**src/hdl/stream_read_pkg.sv**
```systemverilog
package stream_read_pkg;
   // Command code of the streaming DMA read
   localparam logic [7:0] OPC_STREAM_READ = 8'h2A;
   // Feature byte field positions
   localparam int FEAT_URGENT = 7;
   localparam int FEAT_CONT = 6;
   localparam int FEAT_NONSEQ = 5;
   localparam int FEAT_RESUME = 4;
   localparam int STREAM_IDENTIFIER_W = 3;
   // Task-file register selects
   localparam logic [2:0] SEL_FEATURE = 3'h1;
   localparam logic [2:0] SEL_COUNT = 3'h2;
   localparam logic [2:0] SEL_COMMAND = 3'h7;
   // Drive condition bit positions
   localparam int ST_BUSY = 7;
   localparam int ST_READY = 6;
   localparam int ST_STREAM_ERR = 5;
   localparam int ST_SEEK_DONE = 4;
   localparam int ST_DRQ = 3;
   localparam int ST_ERR = 0;
   // Error report bit positions
   localparam int ER_CRC = 7;
   localparam int ER_UNC = 6;
   localparam int ER_SECTOR_NOT_FOUND = 4;
   localparam int ER_COMMAND_ABORTED = 2;
   // Error log bit positions; fault inputs use the low four
   localparam int LOG_CRC = 0;
   localparam int LOG_UNC = 1;
   localparam int LOG_SECTOR_NOT_FOUND = 2;
   localparam int LOG_COMMAND_ABORTED = 3;
   localparam int LOG_TIMEOUT = 4;
   // Reset values
   localparam logic [7:0] STATUS_RESET = 8'h50;
   localparam logic [7:0] ERROR_RESET = 8'h00;
   // Timing
   localparam int CLK_PERIOD_NS = 50;
   localparam int US_NS = 1000;
   localparam int CYCLES_PER_US = US_NS / CLK_PERIOD_NS;
   // Transfer sizes
   localparam logic [7:0] WORDS_PER_SECTOR_M1 = 8'hFF;
   localparam logic [16:0] MAX_SECTORS = 17'h1_0000;
   typedef enum logic [2:0] {
      S_IDLE = 3'b001,
      S_XFER = 3'b010,
      S_DONE = 3'b100
   } cmd_state_t;
endpackage : stream_read_pkg

```
**src/hdl/completion_timer.sv**
```systemverilog
`timescale 1ns/1ps
module completion_timer (
   input wire logic mclk_in,
   input wire logic reset_in,
   input wire logic ce_in,
   input wire logic clear_in,
   input wire logic run_in,
   input wire logic limit_on_in,
   input wire logic [39:0] limit_us_in,
   output logic expired_out
);
   logic [4:0] pre;
   logic [39:0] us_count;
   logic [4:0] next_pre;
   logic [39:0] next_us_count;

   // Microsecond prescaler and elapsed count
   always_comb begin
      next_pre = pre;
      next_us_count = us_count;
      if (clear_in) begin
         next_pre = 5'h00;
         next_us_count = 40'h00_0000_0000;
      end else if (run_in && !expired_out) begin
         if (pre == 5'(stream_read_pkg::CYCLES_PER_US - 1)) begin
            next_pre = 5'h00;
            next_us_count = us_count + 40'h00_0000_0001;
         end else begin
            next_pre = pre + 5'h01;
         end
      end
   end

   always_ff @(posedge mclk_in or posedge reset_in) begin
      if (reset_in) begin
         pre <= 5'h00;
         us_count <= 40'h00_0000_0000;
      end else if (ce_in) begin
         pre <= next_pre;
         us_count <= next_us_count;
      end
   end

   // No limit means never expires
   assign expired_out = limit_on_in && (us_count >= limit_us_in);
endmodule : completion_timer

```
**src/hdl/stream_read_dma_command.sv**
```systemverilog
`timescale 1ns/1ps
module stream_read_dma_command (
   input wire logic mclk_in,
   input wire logic reset_in,
   input wire logic ce_in,
   input wire logic tf_write_in,
   input wire logic [2:0] tf_sel_in,
   input wire logic [7:0] tf_data_in,
   input wire logic tf_status_read_in,
   input wire logic [31:0] time_unit_us_in,
   input wire logic [63:0] default_limit_in,
   input wire logic [15:0] media_data_in,
   input wire logic media_valid_in,
   input wire logic [3:0] media_fault_in,
   input wire logic dma_ack_in,
   output logic media_ready_out,
   output logic media_start_out,
   output logic [15:0] dma_data_out,
   output logic dma_req_out,
   output logic [7:0] drive_condition_out,
   output logic [7:0] error_report_out,
   output logic [4:0] error_log_out,
   output logic intrq_out,
   output logic urgent_request_out,
   output logic non_sequential_hint_out,
   output logic resume_error_recovery_out,
   output logic [2:0] stream_identifier_out
);
   stream_read_pkg::cmd_state_t state, next_state;
   logic [7:0] feat_cur, feat_prev, cnt_cur, cnt_prev;
   logic [7:0] next_feat_cur, next_feat_prev, next_cnt_cur, next_cnt_prev;
   logic [16:0] sectors_left, next_sectors_left;
   logic [7:0] words_left, next_words_left;
   logic [15:0] hold_data, next_hold_data;
   logic hold_full, next_hold_full, media_ready, next_media_ready;
   logic [7:0] status, next_status, error_reg, next_error_reg;
   logic [4:0] log_bits, next_log_bits;
   logic intrq, next_intrq, start, next_start, cont, next_cont;
   logic urgent, next_urgent, nonseq, next_nonseq, resume, next_resume;
   logic [2:0] sid, next_sid;
   logic [39:0] limit_us, next_limit_us;
   logic limit_on, next_limit_on;
   logic accept, take, drain, expired;
   logic [7:0] limit_byte;

   // Per-stream default limit, picked by stream identifier
   function automatic logic [7:0] default_for(input logic [63:0] table_in,
                                              input logic [2:0] id);
      default_for = table_in[{id, 3'h0} +: 8];
   endfunction : default_for

   assign accept = tf_write_in && tf_sel_in == stream_read_pkg::SEL_COMMAND
      && tf_data_in == stream_read_pkg::OPC_STREAM_READ
      && !status[stream_read_pkg::ST_BUSY];
   assign take = media_valid_in && media_ready;
   assign drain = hold_full && dma_ack_in;
   // Zero falls back to the stream default; zero there means no limit
   assign limit_byte = (feat_prev != 8'h00) ? feat_prev
      : default_for(default_limit_in, feat_cur[2:0]);

   // Timer cleared by the command write, runs until ending status
   completion_timer u_timer (
      .mclk_in(mclk_in),
      .reset_in(reset_in),
      .ce_in(ce_in),
      .clear_in(accept),
      .run_in(state == stream_read_pkg::S_XFER),
      .limit_on_in(limit_on),
      .limit_us_in(limit_us),
      .expired_out(expired)
   );

   // Task-file shadow registers: a write pushes current into previous
   always_comb begin
      next_feat_cur = feat_cur;
      next_feat_prev = feat_prev;
      next_cnt_cur = cnt_cur;
      next_cnt_prev = cnt_prev;
      if (tf_write_in && tf_sel_in == stream_read_pkg::SEL_FEATURE) begin
         next_feat_prev = feat_cur;
         next_feat_cur = tf_data_in;
      end
      if (tf_write_in && tf_sel_in == stream_read_pkg::SEL_COUNT) begin
         next_cnt_prev = cnt_cur;
         next_cnt_cur = tf_data_in;
      end
   end

   always_ff @(posedge mclk_in or posedge reset_in) begin
      if (reset_in) begin
         feat_cur <= 8'h00;
         feat_prev <= 8'h00;
         cnt_cur <= 8'h00;
         cnt_prev <= 8'h00;
      end else if (ce_in) begin
         feat_cur <= next_feat_cur;
         feat_prev <= next_feat_prev;
         cnt_cur <= next_cnt_cur;
         cnt_prev <= next_cnt_prev;
      end
   end

   // Command sequencing, data path and ending status
   always_comb begin
      next_state = state;
      next_sectors_left = sectors_left;
      next_words_left = words_left;
      next_hold_data = hold_data;
      next_hold_full = hold_full;
      next_status = status;
      next_error_reg = error_reg;
      next_log_bits = log_bits;
      next_intrq = intrq;
      next_start = 1'b0;
      next_cont = cont;
      next_urgent = urgent;
      next_nonseq = nonseq;
      next_resume = resume;
      next_sid = sid;
      next_limit_us = limit_us;
      next_limit_on = limit_on;
      // Set wins: a completion in the read cycle keeps the interrupt
      if (tf_status_read_in) begin
         next_intrq = 1'b0;
      end
      unique case (state)
         stream_read_pkg::S_IDLE: begin
            if (accept) begin
               next_state = stream_read_pkg::S_XFER;
               next_start = 1'b1;
               if ({cnt_prev, cnt_cur} == 16'h0000) begin
                  next_sectors_left = stream_read_pkg::MAX_SECTORS;
               end else begin
                  next_sectors_left =
                     {1'b0, cnt_prev, cnt_cur};
               end
               next_words_left = stream_read_pkg::WORDS_PER_SECTOR_M1;
               next_cont = feat_cur[stream_read_pkg::FEAT_CONT];
               next_urgent = feat_cur[stream_read_pkg::FEAT_URGENT];
               next_nonseq = feat_cur[stream_read_pkg::FEAT_NONSEQ];
               next_resume = feat_cur[stream_read_pkg::FEAT_RESUME];
               next_sid = feat_cur[stream_read_pkg::STREAM_IDENTIFIER_W-1:0];
               next_limit_us = {32'h0000_0000, limit_byte}
                  * {8'h00, time_unit_us_in};
               next_limit_on = limit_byte != 8'h00;
               next_log_bits = 5'h00;
               next_error_reg = stream_read_pkg::ERROR_RESET;
               next_status = stream_read_pkg::STATUS_RESET;
               next_status[stream_read_pkg::ST_BUSY] = 1'b1;
               next_intrq = 1'b0;
            end else if (tf_write_in && !status[stream_read_pkg::ST_BUSY]
                         && tf_sel_in == stream_read_pkg::SEL_COMMAND) begin
               // Any other code is refused at once
               next_error_reg = stream_read_pkg::ERROR_RESET;
               next_error_reg[stream_read_pkg::ER_COMMAND_ABORTED] = 1'b1;
               next_status = stream_read_pkg::STATUS_RESET;
               next_status[stream_read_pkg::ST_ERR] = 1'b1;
               next_intrq = 1'b1;
            end
         end
         stream_read_pkg::S_XFER: begin
            if (take) begin
               next_log_bits[3:0] = log_bits[3:0] | media_fault_in;
               next_hold_data = media_data_in;
               // Without continuous mode the faulty word is not delivered
               next_hold_full = cont || media_fault_in == 4'h0;
            end
            if (drain) begin
               next_hold_full = 1'b0;
               next_words_left = words_left - 8'h01;
               if (words_left == 8'h00) begin
                  next_words_left = stream_read_pkg::WORDS_PER_SECTOR_M1;
                  next_sectors_left = sectors_left - 17'h0_0001;
               end
            end
            if (expired) begin
               // Conflicting texts on stream error here: left clear
               next_log_bits[stream_read_pkg::LOG_TIMEOUT] = 1'b1;
               next_state = stream_read_pkg::S_DONE;
            end else if (take && !cont && media_fault_in != 4'h0) begin
               next_state = stream_read_pkg::S_DONE;
            end else if (drain && words_left == 8'h00
                         && sectors_left == 17'h0_0001) begin
               next_state = stream_read_pkg::S_DONE;
            end
            if (next_state == stream_read_pkg::S_DONE) begin
               next_hold_full = 1'b0;
               next_status = stream_read_pkg::STATUS_RESET;
               next_intrq = 1'b1;
               if (cont) begin
                  // Error bit never set in continuous mode
                  next_status[stream_read_pkg::ST_STREAM_ERR] =
                     !next_log_bits[stream_read_pkg::LOG_TIMEOUT]
                     && next_log_bits[3:0] != 4'h0;
               end else if (next_log_bits != 5'h00) begin
                  next_status[stream_read_pkg::ST_ERR] = 1'b1;
                  next_error_reg[stream_read_pkg::ER_CRC] =
                     next_log_bits[stream_read_pkg::LOG_CRC];
                  next_error_reg[stream_read_pkg::ER_UNC] =
                     next_log_bits[stream_read_pkg::LOG_UNC];
                  next_error_reg[stream_read_pkg::ER_SECTOR_NOT_FOUND] =
                     next_log_bits[stream_read_pkg::LOG_SECTOR_NOT_FOUND];
                  next_error_reg[stream_read_pkg::ER_COMMAND_ABORTED] =
                     next_log_bits[stream_read_pkg::LOG_COMMAND_ABORTED]
                     || next_log_bits[stream_read_pkg::LOG_TIMEOUT];
               end
            end
         end
         stream_read_pkg::S_DONE: begin
            next_state = stream_read_pkg::S_IDLE;
         end
         default: begin
            next_state = stream_read_pkg::S_IDLE;
         end
      endcase
      // One word in flight; ready drops after each take to avoid overrun
      next_media_ready = next_state == stream_read_pkg::S_XFER
         && !next_hold_full && !take;
      next_status[stream_read_pkg::ST_DRQ] = next_hold_full;
   end

   always_ff @(posedge mclk_in or posedge reset_in) begin
      if (reset_in) begin
         state <= stream_read_pkg::S_IDLE;
         sectors_left <= 17'h0_0000;
         words_left <= 8'h00;
         hold_data <= 16'h0000;
         hold_full <= 1'b0;
         media_ready <= 1'b0;
         status <= stream_read_pkg::STATUS_RESET;
         error_reg <= stream_read_pkg::ERROR_RESET;
         log_bits <= 5'h00;
         intrq <= 1'b0;
         start <= 1'b0;
         cont <= 1'b0;
         urgent <= 1'b0;
         nonseq <= 1'b0;
         resume <= 1'b0;
         sid <= 3'h0;
         limit_us <= 40'h00_0000_0000;
         limit_on <= 1'b0;
      end else if (ce_in) begin
         state <= next_state;
         sectors_left <= next_sectors_left;
         words_left <= next_words_left;
         hold_data <= next_hold_data;
         hold_full <= next_hold_full;
         media_ready <= next_media_ready;
         status <= next_status;
         error_reg <= next_error_reg;
         log_bits <= next_log_bits;
         intrq <= next_intrq;
         start <= next_start;
         cont <= next_cont;
         urgent <= next_urgent;
         nonseq <= next_nonseq;
         resume <= next_resume;
         sid <= next_sid;
         limit_us <= next_limit_us;
         limit_on <= next_limit_on;
      end
   end

   // All outputs straight from flip-flops
   assign media_ready_out = media_ready;
   assign media_start_out = start;
   assign dma_data_out = hold_data;
   assign dma_req_out = hold_full;
   assign drive_condition_out = status;
   assign error_report_out = error_reg;
   assign error_log_out = log_bits;
   assign intrq_out = intrq;
   assign urgent_request_out = urgent;
   assign non_sequential_hint_out = nonseq;
   assign resume_error_recovery_out = resume;
   assign stream_identifier_out = sid;
endmodule : stream_read_dma_command

```
**config.mk**
```make
export PLATFORM = sky130hd
export DESIGN_NAME = stream_read_dma_command
export DESIGN_NICKNAME = d
export VERILOG_FILES = /design/src/hdl/stream_read_pkg.sv /design/src/hdl/completion_timer.sv /design/src/hdl/stream_read_dma_command.sv
export SDC_FILE = /design/constraint.sdc
export NUM_CORES = 1
export LEC_CHECK = 0
export BUFFER_PORTS_ARGS = -buffer_cell sky130_fd_sc_hd__clkbuf_2
export CAP_MARGIN = 30
export CORE_UTILIZATION = 60
export CTS_CLUSTER_DIAMETER = 60
export DETAILED_ROUTE_END_ITERATION = 8
export GPL_TIMING_DRIVEN = 1
export PLACE_DENSITY = 0.81
export SYNTH_ARGS = -nofsm -noshare
export SYNTH_HDL_FRONTEND = slang
export SYNTH_SLANG_ARGS = --single-unit
```
**constraint.sdc**
```tcl
create_clock -name mclk_in -period 10.1 [get_ports mclk_in]
set_input_delay 2.02 -clock mclk_in [delete_from_list [all_inputs] [get_ports mclk_in]]
set_output_delay 2.02 -clock mclk_in [all_outputs]
set_load 0.01 [all_outputs]
```
# ---- Yosys cells after proc, flatten, opt, wreduce, memory -nomap -nowiden
# Index checks and enable logic that the tools add are counted.
dict set report totals {
  reg_bits 193
  inputBits 134
}
dict set report classes {
  n_addsub 4
  multipliers 1
  magnitude_cmp 1
  eq_ne 17
  shift 1
  mux 60
  bitwise 1
  n_reduce_logical 50
}
# cell count
set ops {}
lappend ops {{2-to-1 mux 40 bit} 3}
lappend ops {{2-to-1 mux 8 bit} 9}
lappend ops {{2-to-1 mux 17 bit} 4}
lappend ops {{variable part select 64 x 7 -> 8 bit} 1}
lappend ops {{adder 40 x 1 -> 40 bit, second input constant} 1}
lappend ops {{greater-or-equal comparator 40 bit} 1}
lappend ops {{multiplier 8 x 32 -> 40 bit} 1}
lappend ops {{one-hot mux 17 bit (2 select lines)} 1}
lappend ops {{one-hot mux 8 bit (2 select lines)} 2}
lappend ops {{2-to-1 mux 1 bit} 21}
lappend ops {{2-to-1 mux 5 bit} 4}
lappend ops {{logical AND 1 bit} 18}
lappend ops {{equality test 17 x 1 -> 1 bit, second input constant} 1}
lappend ops {{subtractor 17 x 1 -> 17 bit, second input constant} 1}
lappend ops {{logical NOT 16 bit} 1}
lappend ops {{nonzero test 8 bit} 2}
lappend ops {{2-to-1 mux 3 bit} 5}
lappend ops {{AND reduction 3 bit} 5}
lappend ops {{!= test 2 bit, second input constant} 6}
lappend ops {{one-hot mux 5 bit (2 select lines)} 1}
lappend ops {{equality test 3 x 2 -> 1 bit, second input constant} 3}
lappend ops {{equality test 8 x 6 -> 1 bit, second input constant} 1}
lappend ops {{logical NOT 8 bit} 1}
lappend ops {{2-to-1 mux 4 bit} 2}
lappend ops {{21 further kinds} 40}

# ---- Logic depth before layout (Yosys ltp)
# Gate-level depths: netlist of run 1.
dict set report depth {
  word_depth 13
  mapped_depth 26
  depth_no_buf 22
}

# ---- Modules after synthesis
# Synthesis of run 1 repeated with hierarchy kept, for this count alone.
dict set report hier_totals {
  hier_cells 1984
  hier_area_um2 18520.3
}
# mod instances cells_per_inst area_per_inst_um2 seq_area_each_um2
set modules_own_cells {}
lappend modules_own_cells {stream_read_dma_command 1 1511 14647.8 3530.9}
lappend modules_own_cells {completion_timer 1 473 3872.5 1126.1}

# ---- Worst setup path before layout of run 1
# Ideal clock, no wire load.
dict set report synth_path {
  kind {input port to flip-flop}
  startpoint {in default_limit_in[63]}
  endpoint {reg limit_us[31]}
  setup_time_ns 0.069
  t_arrival_ns 7.863
  slack_ns 2.167
  path_stages 21
  cell_sequence {mux4_2 mux2_2 a21oi_1 clkbuf_1 nor2b_1 fa_1 fa_1 fa_1 inv_1 fa_1 inv_1 ha_1 a211oi_1 o21ai_0 a21oi_1 and4_1 o31a_1 o21ai_1 a31oi_1 or4b_2 nand3_1}
}
dict set report synth_between {
  elab_chain_len 3
}
# element line
set synth_rtl {}
lappend synth_rtl {{start: declaration} stream_read_dma_command.sv:11} ;# input wire logic [63:0] default_limit_in,
lappend synth_rtl {{variable part select 64 x 7 -> 8 bit} stream_read_dma_command.sv:49} ;# default_for = table_in[{id, 3'h0} +: 8];
lappend synth_rtl {{2-to-1 mux 8 bit} stream_read_dma_command.sv:58} ;# assign limit_byte = (feat_prev != 8'h00) ? feat_prev
lappend synth_rtl {{multiplier 8 x 32 -> 40 bit} stream_read_dma_command.sv:144} ;# * {8'h00, time_unit_us_in};
lappend synth_rtl {{end signal: assignment} stream_read_dma_command.sv:259} ;# limit_us <= next_limit_us;
lappend synth_rtl {{end: declaration} stream_read_dma_command.sv:41} ;# logic [39:0] limit_us, next_limit_us;
# Every way passes these cells.
# A chain may end at the register's enable or synchronous reset.

# ---- Worst setup path in the final report of run 1
dict set report layout_path {
  startpoint {in default_limit_in[54]}
  endpoint {reg limit_us[26]}
}
# Same word-level chain as after synthesis.

==> results of run 1 <==
## how the worst max path moves through the flow
stage                         endpoint  slack (ns)  cells after the start
after floorplan           limit_us[31]        2.17                     21
after global placement    limit_us[28]        1.74                     23
after detailed placement  limit_us[28]        1.66                     23
after CTS                 limit_us[28]        2.09                     23
after global routing      limit_us[28]        1.63                     23
final                     limit_us[26]        2.07                     23
## Yosys cell counts (3+ instances only)
cell / count / share of area
a221oi_1: 3 / 0.0015
nor3b_1: 13 / 0.0054
and4_1: 11 / 0.0054
mux2_4: 4 / 0.0033
o21ai_1: 3 / 0.00083
a211oi_1: 10 / 0.0042
nand3_1: 29 / 0.0081
ha_1: 105 / 0.073
a21oi_1: 83 / 0.023
nor4b_1: 6 / 0.0029
xnor2_1: 43 / 0.021
clkbuf_1: 64 / 0.013
o21ai_0: 116 / 0.032
a211o_1: 4 / 0.0019
o21a_1: 3 / 0.0013
nor2b_1: 176 / 0.061
buf_2: 4 / 0.0011
mux2_2: 56 / 0.035
a21o_1: 23 / 0.0096
nand2b_1: 40 / 0.014
a32oi_1: 5 / 0.0024
xor2_1: 16 / 0.0078
o211ai_1: 6 / 0.0025
or3_1: 15 / 0.0052
nand4_1: 14 / 0.0049
nand2_1: 152 / 0.032
fa_1: 180 / 0.20
or4_1: 7 / 0.0029
dfrtp_1: 184 / 0.26
inv_1: 248 / 0.052
o41ai_1: 4 / 0.0019
mux4_2: 16 / 0.020
nor2_1: 100 / 0.021
a22oi_1: 5 / 0.0021
nor3_1: 35 / 0.0097
nor4_1: 14 / 0.0049
mux2i_1: 3 / 0.0017
and3_1: 12 / 0.0042
o31ai_1: 3 / 0.0013
a31oi_1: 18 / 0.0063
o21bai_1: 6 / 0.0025
buf_4: 8 / 0.0033
and2_1: 45 / 0.016
## through the flow
step | hold WS, ns | util | area (um2)
after global routing | 0.502 | 0.674 | 19900
after detailed placement | 0.470 | 0.654 | 19300
after floorplan | 0.445 | - | 18000
after global placement | 0.461 | 0.650 | 19200
final | 0.479 | 0.674 | 19900
after CTS | 0.485 | 0.673 | 19900
## layout make-up
class / count / area [um2] / share of cell area
clock buffers: 18 / 429 / 0.0215
clock inverters: 14 / 154 / 0.00772
inverters: 248 / 936 / 0.0470
multi-input cells: 1422 / 12100 / 0.608
flip-flops and latches: 186 / 4660 / 0.234
well taps: 390 / 488 / 0.0245
repair buffers: 198 / 1150 / 0.0578
## worst reg2reg max path: stages (launching register included)
cell and delay (ns):
dfrtp_1 0.85, mux4_2 0.43, mux2_2 0.29, a21oi_2 0.16
buf_4 0.36, nand2b_1 0.19, fa_1 0.45, fa_1 0.54
inv_1 0.05, fa_1 0.52, inv_1 0.06, fa_1 0.53
inv_1 0.04, ha_1 0.35, a211oi_1 0.27, nor2_1 0.10
o41ai_1 0.48, a21oi_1 0.18, a221oi_1 0.43, nor3b_1 0.17
a31oi_1 0.27, mux2i_1 0.22, o22ai_1 0.09
## metal layers
| metal | share of wire | routed length, um |
|---|---|---|
| met1 | 0.43 | 17500 |
| met2 | 0.51 | 21100 |
| met4 | 0.017 | 682 |
| met3 | 0.043 | 1780 |
| met5 | 0 | 0 |
## kinds of logic (layout without fill, tap and decap cells)
logic type	Yosys count	after routing	synth area share
flip-flops	186	186	0.259
XOR/XNOR	59	59	0.0287
adder cells (fa/ha/maj)	285	285	0.273
buffers and inverters	326	478	0.0704
AND/OR/NAND/NOR	678	678	0.201
other	1	6	0.000209
AO/OA/AOI/OAI	315	315	0.107
multiplexers	79	79	0.0601
## registers in the layout, summed over array words and instances (netlist names), 8 cells and up
register / cells
limit_us: 40
feat_cur: 8
dma_data_out: 16
sectors_left: 17
u_timer.us_count: 40
cnt_cur: 8
feat_prev: 8
cnt_prev: 8
words_left: 8
==> impl_metrics.sql, run 1 <==
INSERT INTO impl_metrics (metric_group, metric, value, unit) VALUES
('status', 'result_of_the_run', 'finished clean', ''),
('timing', 'rsz_0062_raised_after_global_routing', 'false', ''),
('routing', 'detailroute.via_count', '14200', ''),
('global_route', 'gr-usage-all-layers', '0.289', ''),
('worst_setup_path', 'setup.worst_path.start', 'default_limit_in[54]', ''),
('layout', 'num-nets-final', '2492', ''),
('layout', 'final_cell_count_no_fill', '2476', ''),
('timing', 'number_of_hold_violations_in_the_final_report', '0', ''),
('worst_setup_path', 'reg_to_reg_startpoint', 'feat_cur[1]', ''),
('synth', 'netlist_area', '18000', 'um2'),
('placed_design', 'routabilityCongestion', '0.852', ''),
('global_route', 'first_global_vias', '15000', ''),
('clock_network', 'clk-insertion-delay-late', '0.44', 'ns'),
('synth', 'ys_ff_latch', '186', ''),
('timing', 'setup_tns', '0', 'ns'),
('placed_design', 'place.port_buffers', '174', ''),
('global_route', 'globalRouteMet1Util', '0.376', ''),
('worst_setup_path', 'timing.critical_path.fanout_max', '33', ''),
('layout', 'num_antenna_cells', '0', ''),
('timing', 'final_min_period_over_clock_period', '0.795', ''),
('worst_setup_path', 'critical_path.startpoint_type', 'primary input', ''),
('global_route', 'overflow', '0', ''),
('routing', 'first_pass_iters', '5', ''),
('die', 'die-area', '30700', 'um2'),
('worst_setup_path', 'critical-path-top-cell-by-count', 'fa_1', ''),
('routing', 'detail_route.vias_per_cell', '5.74', ''),
('worst_setup_path', 'r2r_end', 'limit_us[26]', ''),
('timing', 'setup_slack', '2.07', 'ns'),
('timing', 'slew_viol_final', '0', ''),
('min_path', 'hold_depth', '2', ''),
('placed_design', 'place_hpwl', '31.4', 'mm'),
('min_path', 'worst_hold_path_type', 'reg -> reg', ''),
('placed_design', 'place_worst_setup_slack', '1.66', 'ns'),
('die', 'boundaryPins', '181', ''),
('die', 'design.core.area', '29600', 'um2'),
('layout', 'commonest_cells_after_routing_fill_and_taps_aside', 'inv_1 (247), dfrtp_1 (184), fa_1 (180)', ''),
('clock_network', 'clock_tree_from_tritoncts', 'done', ''),
('die', 'start_util', '0.608', ''),
('synth', 'ys_types', '72', ''),
('clock_network', 'cts.sinks', '186', ''),
('timing', 'fin_crit', '8.03', 'ns'),
('routing', 'wl_final', '41.1', 'mm'),
('routing', 'average_routed_wire_per_standard_cell', '16.6', 'um'),
('global_route', 'grt_antenna_before_repair', '1', ''),
('clock_network', 'post_cts_resize_count', '0', ''),
('layout', 'layout-drive-gt1-share', '0.157', ''),
('routing', 'drt.antenna.violating_nets', '0', ''),
('synth', 'syn-instance-count', '1929', ''),
('layout', 'final.fill_count', '2330', ''),
('timing', 'relSlewSlack', '0.298', ''),
('worst_setup_path', 'path_cells', 'clkbuf_2, mux4_2, mux2_2, a21oi_2, buf_4, nand2b_1, fa_1, fa_1, inv_1, fa_1, inv_1, fa_1, inv_1, ha_1, a211oi_1, nor2_1, o41ai_1, a21oi_1, a221oi_1, nor3b_1, a31oi_1, mux2i_1, o22ai_1', ''),
('worst_setup_path', 'worst-setup-path-type', 'in -> reg', ''),
('global_route', 'groute.layer.met3.usage', '0.0370', ''),
('clock_network', 'tritoncts.num_buffers', '17', ''),
('synth', 'syn_avg_cell_area', '9.32', 'um2'),
('routing', 'drc', '0', ''),
('global_route', 'grt_use_met2', '0.512', ''),
('global_route', 'grt_max_degree', '70', ''),
('worst_setup_path', 'critPathRequiredTime', '10.40', 'ns'),
('clock_network', 'cts.root.buffer_cell', 'clkbuf_16', ''),
('clock_network', 'postCtsSetupRepairBufs', '0', ''),
('worst_setup_path', 'critical_path.slowest_cell', 'fa_1', ''),
('global_route', 'top_usage_layer', 'met2', ''),
('routing', 'drt-initial-drc-count', '1162', ''),
('die', 'placementRows', '63', ''),
('clock_network', 'clock_path_buffers', '2', ''),
('synth', 'ys_flop_type', 'dfrtp_1', ''),
('synth', 'count_of_flip_flops_with_a_built_in_enable_after_synthesis', '0', ''),
('run', 'max_cap_violations', '0', ''),
('timing', 'timing.fmax', '0.125', 'GHz'),
('timing', 'tightestPinTransition', '1.05', 'ns');
Power of run 1 is not shown: default switching activity piles up to over one toggle a cycle in this logic, so the estimate is an artifact.
==> run 2, diff against run 1 <==
--- a/config.mk
+++ b/config.mk
@@ -5,13 +5,14 @@
 export SDC_FILE = /design/constraint.sdc
 export NUM_CORES = 1
 export LEC_CHECK = 0
+export ABC_AREA = 1
 export BUFFER_PORTS_ARGS = -buffer_cell sky130_fd_sc_hd__clkbuf_2
 export CAP_MARGIN = 30
 export CORE_UTILIZATION = 60
 export CTS_CLUSTER_DIAMETER = 60
 export DETAILED_ROUTE_END_ITERATION = 8
 export GPL_TIMING_DRIVEN = 1
-export PLACE_DENSITY = 0.81
+export PLACE_DENSITY = 0.8
 export SYNTH_ARGS = -nofsm -noshare
 export SYNTH_HDL_FRONTEND = slang
 export SYNTH_SLANG_ARGS = --single-unit
==> constraint.sdc (replaced) <==
create_clock -name mclk_in -period 7.7 [get_ports mclk_in]
set_input_delay 1.54 -clock mclk_in [delete_from_list [all_inputs] [get_ports mclk_in]]
set_output_delay 1.54 -clock mclk_in [all_outputs]
set_load 0.01 [all_outputs]
==> run 2 against run 1 <==
Compared with the run above:
- die area increased by 7.8%
- clock-buffer cell count stayed put
- sequential share of layout area fell by 1.2 points
- sequential cell count did not move
- register-to-register slack lost 2.1 ns
- cell count is 27% higher
- utilization fell by 0.99 points
- clock skew rose by 0.0013 ns
- synthesized cell count is 35% higher
- wire length is 29% higher
- worst hold slack improved by 0.00051 ns
- worst setup slack lost 1.4 ns
==> impl_metrics.sql, run 2 <==
INSERT INTO impl_metrics (metric_group, metric, value, unit) VALUES
('timing', 'fin_skew', '0.0108', 'ns'),
('layout', 'finish.instance_area', '21000', 'um2'),
('die', 'placementRows', '65', ''),
('clock_network', 'clock_path_buffers', '2', ''),
('global_route', 'grt_antenna_before_repair', '1', ''),
('timing', 'tightestPinTransition', '1.01', 'ns'),
('clock_network', 'clock_tree_from_tritoncts', 'done', ''),
('layout', 'areaGrowthSynthToFinish', '8.39', '%'),
('synth', 'ys_types', '61', ''),
('synth', 'synthDominantAreaCellType', 'dfrtp_1', ''),
('clock_network', 'ctsHtreeMaxLevel', '4', ''),
('global_route', 'grt_use_met2', '0.575', ''),
('run', 'max_cap_violations', '0', ''),
('clock_network', 'tritoncts.num_buffers', '17', ''),
('clock_network', 'cts_hold_repair.buffers', '0', ''),
('power', 'p_sw_frac', '0.561', ''),
('die', 'die_h', '182', 'um'),
('synth', 'synth_async_sr_flop_share', '1.00', ''),
('worst_setup_path', 'cp_endpoint_kind', 'flop', ''),
('layout', 'layout_top_registers', 'limit_us x40, u_timer.us_count x40, sectors_left x17', ''),
('worst_setup_path', 'cp.arrival', '7.30', 'ns'),
('worst_setup_path', 'worst-setup-path-type', 'in -> reg', ''),
('global_route', 'globalRouteMet1Util', '0.445', ''),
('layout', 'commonest_cells_after_routing_fill_and_taps_aside', 'nand2_1 (483), inv_1 (454), nor2_1 (396)', ''),
('timing', 'fin_crit', '7.01', 'ns'),
('placed_design', 'routabilityCongestion', '0.991', ''),
('layout', 'num-nets-final', '3152', ''),
('global_route', 'grt_pass1_wl', '88.6', 'mm'),
('synth', 'yosys_warnings', '0', ''),
('routing', 'first_pass_iters', '6', ''),
('routing', 'wl_final', '53.0', 'mm'),
('layout', 'mostFrequentLayoutCell', 'nand2_1', ''),
('timing', 'relSlewSlack', '0.323', ''),
('synth', 'area_share_of_the_largest_cell_type_after_synthesis', '0.237', ''),
('die', 'boundaryPins', '181', ''),
('synth', 'ys_top_cells_by_count', 'nand2_1 (483), inv_1 (455), nor2_1 (396), dfrtp_1 (184), fa_1 (180)', ''),
('routing', 'average_routed_wire_per_standard_cell', '16.8', 'um'),
('synth', 'syn_avg_cell_area', '7.46', 'um2'),
('clock_network', 'cts.root.buffer_cell', 'clkbuf_16', ''),
('global_route', 'gr-usage-all-layers', '0.338', ''),
('min_path', 'worst_hold_path_type', 'reg -> reg', ''),
('timing', 'setup_tns', '0', 'ns'),
('placed_design', 'dpl-instance-area', '20400', 'um2'),
('timing', 'setup_violation_total_in_the_final_timing_report', '0', ''),
('status', 'result_of_the_run', 'finished clean', ''),
('clock_network', 'clock_input_transition_at_the_sequential_cells_of_the_worst_setup_and_hold_paths', '0.08', 'ns'),
('global_route', 'top_usage_layer', 'met2', ''),
('synth', 'ys_ff_latch', '186', ''),
('clock_network', 'cts.sinks', '186', ''),
('layout', 'layout-drive-gt1-share', '0.115', ''),
('synth', 'syn-instance-count', '2598', ''),
('routing', 'detailroute.via_count', '17800', ''),
('worst_setup_path', 'critPathRequiredTime', '7.99', 'ns'),
('synth', 'synth_area_leaders', 'dfrtp_1 (24%), fa_1 (19%), nand2_1 (9.4%)', ''),
('placed_design', 'place.port_buffers', '174', ''),
('global_route', 'grt_max_degree', '81', ''),
('timing', 'slew_viol_final', '0', ''),
('routing', 'drc', '0', ''),
('power', 'internal-power', '3.54', 'mW'),
('die', 'dieWidth', '182', 'um'),
('power', 'combinationalPowerShare', '0.755', ''),
('routing', 'drt-initial-drc-count', '1542', ''),
('timing', 'timing.fmax', '0.143', 'GHz'),
('synth', 'ys_flop_type', 'dfrtp_1', ''),
('power', 'p_per_area', '384', 'nW/um2'),
('synth', 'portion_of_the_post_synthesis_area_used_by_sequential_elements', '0.240', ''),
('die', 'start_util', '0.613', ''),
('placed_design', 'place_worst_setup_slack', '0.372', 'ns'),
('synth', 'synth.most_common_cell', 'nand2_1', ''),
('timing', 'rsz_0062_raised_after_global_routing', 'false', ''),
('clock_network', 'postCtsSetupRepairBufs', '0', ''),
('layout', 'num_antenna_cells', '0', ''),
('worst_setup_path', 'critical_path.startpoint_type', 'primary input', ''),
('worst_setup_path', 'timing.critical_path.fanout_max', '22', ''),
('power', 'p_switching', '4.52', 'mW'),
('clock_network', 'post_cts_resize_count', '0', ''),
('power', 'clockPowerShare', '0.109', ''),
('timing', 'setup_slack', '0.691', 'ns'),
('power', 'seq_power_share', '0.136', ''),
('routing', 'drt.antenna.violating_nets', '0', ''),
('synth', 'netlist_area', '19400', 'um2'),
('die', 'die-area', '33000', 'um2'),
('die', 'design.core.area', '31600', 'um2'),
('global_route', 'first_global_vias', '18000', ''),
('power', 'max-vdd-ir-drop', '335', 'uV'),
('clock_network', 'clk-insertion-delay-late', '0.45', 'ns'),
('timing', 'number_of_hold_violations_in_the_final_report', '0', ''),
('global_route', 'groute.layer.met3.usage', '0.0509', ''),
('power', 'total_leakage_power', '10.9', 'nW'),
('timing', 'final_min_period_over_clock_period', '0.910', ''),
('routing', 'detail_route.vias_per_cell', '5.64', ''),
('global_route', 'overflow', '0', ''),
('placed_design', 'place_hpwl', '42.5', 'mm'),
('synth', 'count_of_flip_flops_with_a_built_in_enable_after_synthesis', '0', '');
[run 2: cell types whose count changed after synthesis, moves of 22 or more]
| cell | delta |
|---|---|
| and2_1 | -45 |
| buf_2 | +22 |
| clkbuf_1 | -48 |
| inv_1 | +207 |
| mux2_2 | -40 |
| nand2_1 | +331 |
| nand2b_1 | -40 |
| nand3_1 | +92 |
| nand4_1 | +24 |
| nor2_1 | +296 |
| nor2b_1 | -176 |
| o21ai_0 | +41 |
| o21ai_1 | +60 |
| xnor2_1 | -35 |
[run 2: layout make-up]
class	instances	area, um2
clock buffer	18	429
inverter	474	1790
timing repair buffer	189	1010
multi-input combinational	1865	12500
fill	2782	10600
clock inverter	14	151
tap	402	503
sequential	186	4660
[run 2: power groups by stage]
stage	clock (mW)	sequential (mW)	combinational (mW)
after global placement	0	1.11	5.92
after CTS	0.886	1.10	6.05
after detailed placement	0	1.11	6.01
final	0.876	1.10	6.09
after floorplan	0	1.10	4.43
after global routing	0.920	1.11	6.95
[run 2: per-layer routing]
metal,up-vias,routed length (um)
met4,0,1330
met1,8488,22300
met2,736,25400
li1,8435,-
met3,102,3910
met5,-,0
[run 2: cell families after synthesis]
group | Yosys count | synth area share
multiplexers | 16 | 0.00929
flip-flops | 186 | 0.240
adder cells (fa/ha/maj) | 285 | 0.254
other | 1 | 0.000193
XOR/XNOR | 30 | 0.0136
buffers and inverters | 552 | 0.117
AO/OA/AOI/OAI | 379 | 0.109
AND/OR/NAND/NOR | 1149 | 0.257
[run 2: final timing paths]
check	startpoint	end	slack (ns)	depth (start not counted)
min	error_report_out[6]	error_report_out[6]	0.48	2
min reg2reg	error_report_out[6]	error_report_out[6]	0.48	2
max	default_limit_in[44]	limit_us[34]	0.69	26
min in group asynchronous	reset_in	dma_data_out[2]	1.17	2
max reg2reg	feat_cur[0]	limit_us[34]	0.88	27
max in group asynchronous	reset_in	limit_us[4]	5.29	3
[run 2: per-stage QoR]
step / utilization / hold WS [ns] / std cells / power [mW]
6_report: 0.664 / 0.480 / 3148 / 8.06
3_5_place_dp: 0.646 / 0.458 / 3116 / 7.12
3_3_place_gp: 0.646 / 0.458 / 3116 / 7.04
5_1_grt: 0.664 / 0.501 / 3148 / 8.97
4_1_cts: 0.664 / 0.477 / 3148 / 8.03
2_1_floorplan: - / 0.446 / 2603 / 5.53
[run 2: worst max-delay path: stages]
cell	delay (ns)
clkbuf_2	0.07
o21ai_0	0.18
o22ai_1	0.10
o211ai_1	0.20
nand2_1	0.17
inv_1	0.27
buf_4	0.35
nor2_1	0.11
fa_1	0.56
fa_1	0.45
fa_1	0.56
inv_1	0.06
fa_1	0.54
inv_1	0.06
ha_1	0.43
nand2_1	0.12
nor2_1	0.23
nand4_1	0.24
o211ai_2	0.33
nand2_1	0.08
nand2_1	0.13
nand3_1	0.13
nand2_1	0.09
nand2_1	0.05
nand3_1	0.12
o21ai_0	0.10
Note: power is estimated with default switching activity, not from simulation.
==> run 3, diff against run 2 <==
--- a/config.mk
+++ b/config.mk
@@ -13,6 +13,7 @@
 export DETAILED_ROUTE_END_ITERATION = 8
 export GPL_TIMING_DRIVEN = 1
 export PLACE_DENSITY = 0.8
+export REMOVE_ABC_BUFFERS = 1
 export SYNTH_ARGS = -nofsm -noshare
 export SYNTH_HDL_FRONTEND = slang
 export SYNTH_SLANG_ARGS = --single-unit
==> constraint.sdc (replaced) <==
create_clock -name mclk_in -period 7 [get_ports mclk_in]
set_input_delay 1.4 -clock mclk_in [delete_from_list [all_inputs] [get_ports mclk_in]]
set_output_delay 1.4 -clock mclk_in [all_outputs]
set_load 0.01 [all_outputs]
==> run 3 against run 2 <==
Compared with the run above:
- wire length fell by 0.49%
- clock power rose by 15%
- final area is 0.77% higher
- critical path depth decreased by 1
- clock skew up 0.00063 ns
- first-iteration DRC count decreased by 15%
- critical path type unchanged
- combinational power up 11%
- via count up 0.60%
- largest power group unchanged
- sequential cell count unchanged
- sequential power increased by 9%
==> impl_metrics.sql, run 3 (synthesis results as in run 2) <==
INSERT INTO impl_metrics (metric_group, metric, value, unit) VALUES
('status', 'result_of_the_run', 'finished clean', ''),
('layout', 'finish.utilization', '0.669', ''),
('power', 'max-vdd-ir-drop', '401', 'uV'),
('timing', 'number_of_hold_violations_in_the_final_report', '0', ''),
('die', 'die_h', '182', 'um'),
('min_path', 'worst_hold_startpoint', 'error_report_out[6]', ''),
('min_path', 'timing.hold.worst_endpoint', 'error_report_out[6]', ''),
('timing', 'timing.fmax', '0.154', 'GHz'),
('worst_setup_path', 'worst-setup-path-type', 'in -> reg', ''),
('worst_setup_path', 'regToRegSetupSlack', '0.84', 'ns'),
('timing', 'setup_tns', '0', 'ns'),
('worst_setup_path', 'cp.arrival', '6.88', 'ns'),
('worst_setup_path', 'cp_endpoint_kind', 'flop', ''),
('timing', 'fin_skew', '0.0115', 'ns'),
('die', 'start_util', '0.613', ''),
('worst_setup_path', 'critical_path.slowest_cell', 'fa_1', ''),
('worst_setup_path', 'critPathRequiredTime', '7.37', 'ns'),
('routing', 'wl_final', '52.7', 'mm'),
('min_path', 'worst_hold_path_type', 'reg -> reg', ''),
('worst_setup_path', 'critical_path.startpoint_type', 'primary input', ''),
('global_route', 'grt_pass1_wl', '88.1', 'mm'),
('worst_setup_path', 'timing.reg2reg.worst_path_depth', '25', ''),
('worst_setup_path', 'critical-path-max-stage-delay', '0.57', 'ns'),
('timing', 'slew_viol_final', '0', ''),
('worst_setup_path', 'cell_family_contributing_the_most_delay_on_the_critical_path', 'adder cells', ''),
('timing', 'setup_violation_total_in_the_final_timing_report', '0', ''),
('worst_setup_path', 'reg_to_reg_startpoint', 'feat_prev[4]', ''),
('routing', 'detail_route.vias_per_cell', '5.65', ''),
('worst_setup_path', 'r2r_end', 'limit_us[35]', ''),
('clock_network', 'clk-insertion-delay-late', '0.45', 'ns'),
('die', 'dieWidth', '182', 'um'),
('routing', 'drt-initial-drc-count', '1314', ''),
('timing', 'tightestPinTransition', '0.941', 'ns'),
('clock_network', 'cts.root.buffer_cell', 'clkbuf_16', ''),
('global_route', 'gr-usage-all-layers', '0.334', ''),
('global_route', 'grt_antenna_before_repair', '0', ''),
('timing', 'rsz_0062_raised_after_global_routing', 'false', ''),
('routing', 'average_routed_wire_per_standard_cell', '16.7', 'um'),
('power', 'p_per_area', '424', 'nW/um2'),
('clock_network', 'postCtsSetupRepairBufs', '0', ''),
('global_route', 'first_global_vias', '18100', ''),
('min_path', 'hold_depth', '2', ''),
('clock_network', 'clock_tree_from_tritoncts', 'done', ''),
('timing', 'relSlewSlack', '0.371', ''),
('routing', 'drc', '0', ''),
('die', 'design.core.area', '31600', 'um2'),
('clock_network', 'cts.sinks', '186', ''),
('layout', 'layout_top_registers', 'limit_us x40, u_timer.us_count x40, sectors_left x17', ''),
('clock_network', 'ctsHtreeMaxLevel', '4', ''),
('layout', 'num_antenna_cells', '0', ''),
('global_route', 'overflow', '0', ''),
('power', 'total_leakage_power', '11.0', 'nW'),
('worst_setup_path', 'timing.critical_path.fanout_max', '25', ''),
('placed_design', 'place_hpwl', '42.2', 'mm'),
('worst_setup_path', 'setup.worst_path.start', 'default_limit_in[14]', ''),
('clock_network', 'cts_hold_repair.buffers', '0', ''),
('layout', 'layout-drive-gt1-share', '0.120', ''),
('clock_network', 'clock_path_buffers', '2', ''),
('global_route', 'grt_max_degree', '81', ''),
('layout', 'num-nets-final', '3169', ''),
('clock_network', 'post_cts_resize_count', '0', ''),
('die', 'boundaryPins', '181', ''),
('layout', 'mostFrequentLayoutCell', 'nand2_1', ''),
('layout', 'areaGrowthSynthToFinish', '9.23', '%'),
('worst_setup_path', 'critical_path_buf_inv_count', '4', ''),
('die', 'placementRows', '65', ''),
('routing', 'first_pass_iters', '7', ''),
('worst_setup_path', 'worstSetupPathDepth', '25', ''),
('clock_network', 'clock_input_transition_at_the_sequential_cells_of_the_worst_setup_and_hold_paths', '0.07', 'ns'),
('run', 'max_cap_violations', '0', ''),
('die', 'die-area', '33000', 'um2'),
('placed_design', 'routabilityCongestion', '0.973', ''),
('routing', 'detailroute.via_count', '17900', ''),
('placed_design', 'place.port_buffers', '174', ''),
('routing', 'drt.antenna.violating_nets', '0', ''),
('layout', 'commonest_cells_after_routing_fill_and_taps_aside', 'nand2_1 (483), inv_1 (454), nor2_1 (396)', ''),
('timing', 'fin_crit', '6.51', 'ns'),
('timing', 'final_min_period_over_clock_period', '0.930', ''),
('clock_network', 'tritoncts.num_buffers', '17', '');
## run 3: cell count changes in the layout (fill, tap and decap cells not counted), moves of 2 or more
cell       before  now
buf_4          13   29
bufinv_16       0    2
clkinv_4        3    5
clkinv_8        3    1
inv_8           4    1
## run 3: layout make-up
class                           instances  area, um2
Clock buffer                           20        447
Clock inverter                         12        156
Fill cell                            2742      10500
Inverter                              474       1790
Multi-Input combinational cell       1865      12500
Sequential cell                       186       4660
Tap cell                              402        503
Timing Repair Buffer                  206       1150
## run 3: per-stage QoR
stage / cell area (um2) / power (mW) / cells / setup slack (ns) / hold slack (ns)
floorplan: 18900 / 6.02 / 2525 / 0.546 / 0.446
global placement: 20600 / 7.82 / 3133 / 0.181 / 0.462
detailed placement: 20600 / 7.92 / 3133 / 0.116 / 0.460
CTS: 21200 / 8.96 / 3165 / 0.553 / 0.478
global route: 21200 / 10.0 / 3165 / 0.119 / 0.495
finish: 21200 / 8.98 / 3165 / 0.487 / 0.478
## run 3: how the worst max path moves through the flow
stage / to / slack, ns
6_report: limit_us[35] / 0.49
5_1_grt: limit_us[36] / 0.12
4_1_cts: limit_us[23] / 0.55
3_5_place_dp: limit_us[23] / 0.12
3_3_place_gp: limit_us[23] / 0.18
2_1_floorplan: cnt_cur[0] / 0.55
## run 3: where the power goes
group          switching, mW  internal [mW]  leakage, nW
combinational           4.41           2.36         8.38
clock                  0.462          0.548        0.291
sequential            0.0558           1.15         2.30
total                   4.93           4.05         11.0
## run 3: per-layer routing
| layer | GRT usage | share of wire |
|---|---|---|
| met5 | 0 | 0 |
| met4 | 0.0841 | 0.017 |
| met2 | 0.575 | 0.49 |
| met1 | 0.437 | 0.42 |
| met3 | 0.0574 | 0.073 |
## run 3: worst register-to-register path, stage by stage (launching register included)
cell and delay, ns:
dfrtp_1 0.38, inv_1 0.11, nand4_1 0.13, nor2_1 0.51, o211ai_1 0.25, nand2_2 0.18, inv_2 0.21, nor2_1 0.22
fa_1 0.48, fa_1 0.53, fa_1 0.56, inv_1 0.06, fa_1 0.57, inv_1 0.06, ha_1 0.39, nand2_1 0.11
nor2_2 0.16, nand4_1 0.20, o211ai_2 0.30, nand2_1 0.08, nand2_1 0.12, nand3_1 0.09, nand2_1 0.11, nor2_1 0.05
nand3b_1 0.17, o21ai_1 0.09
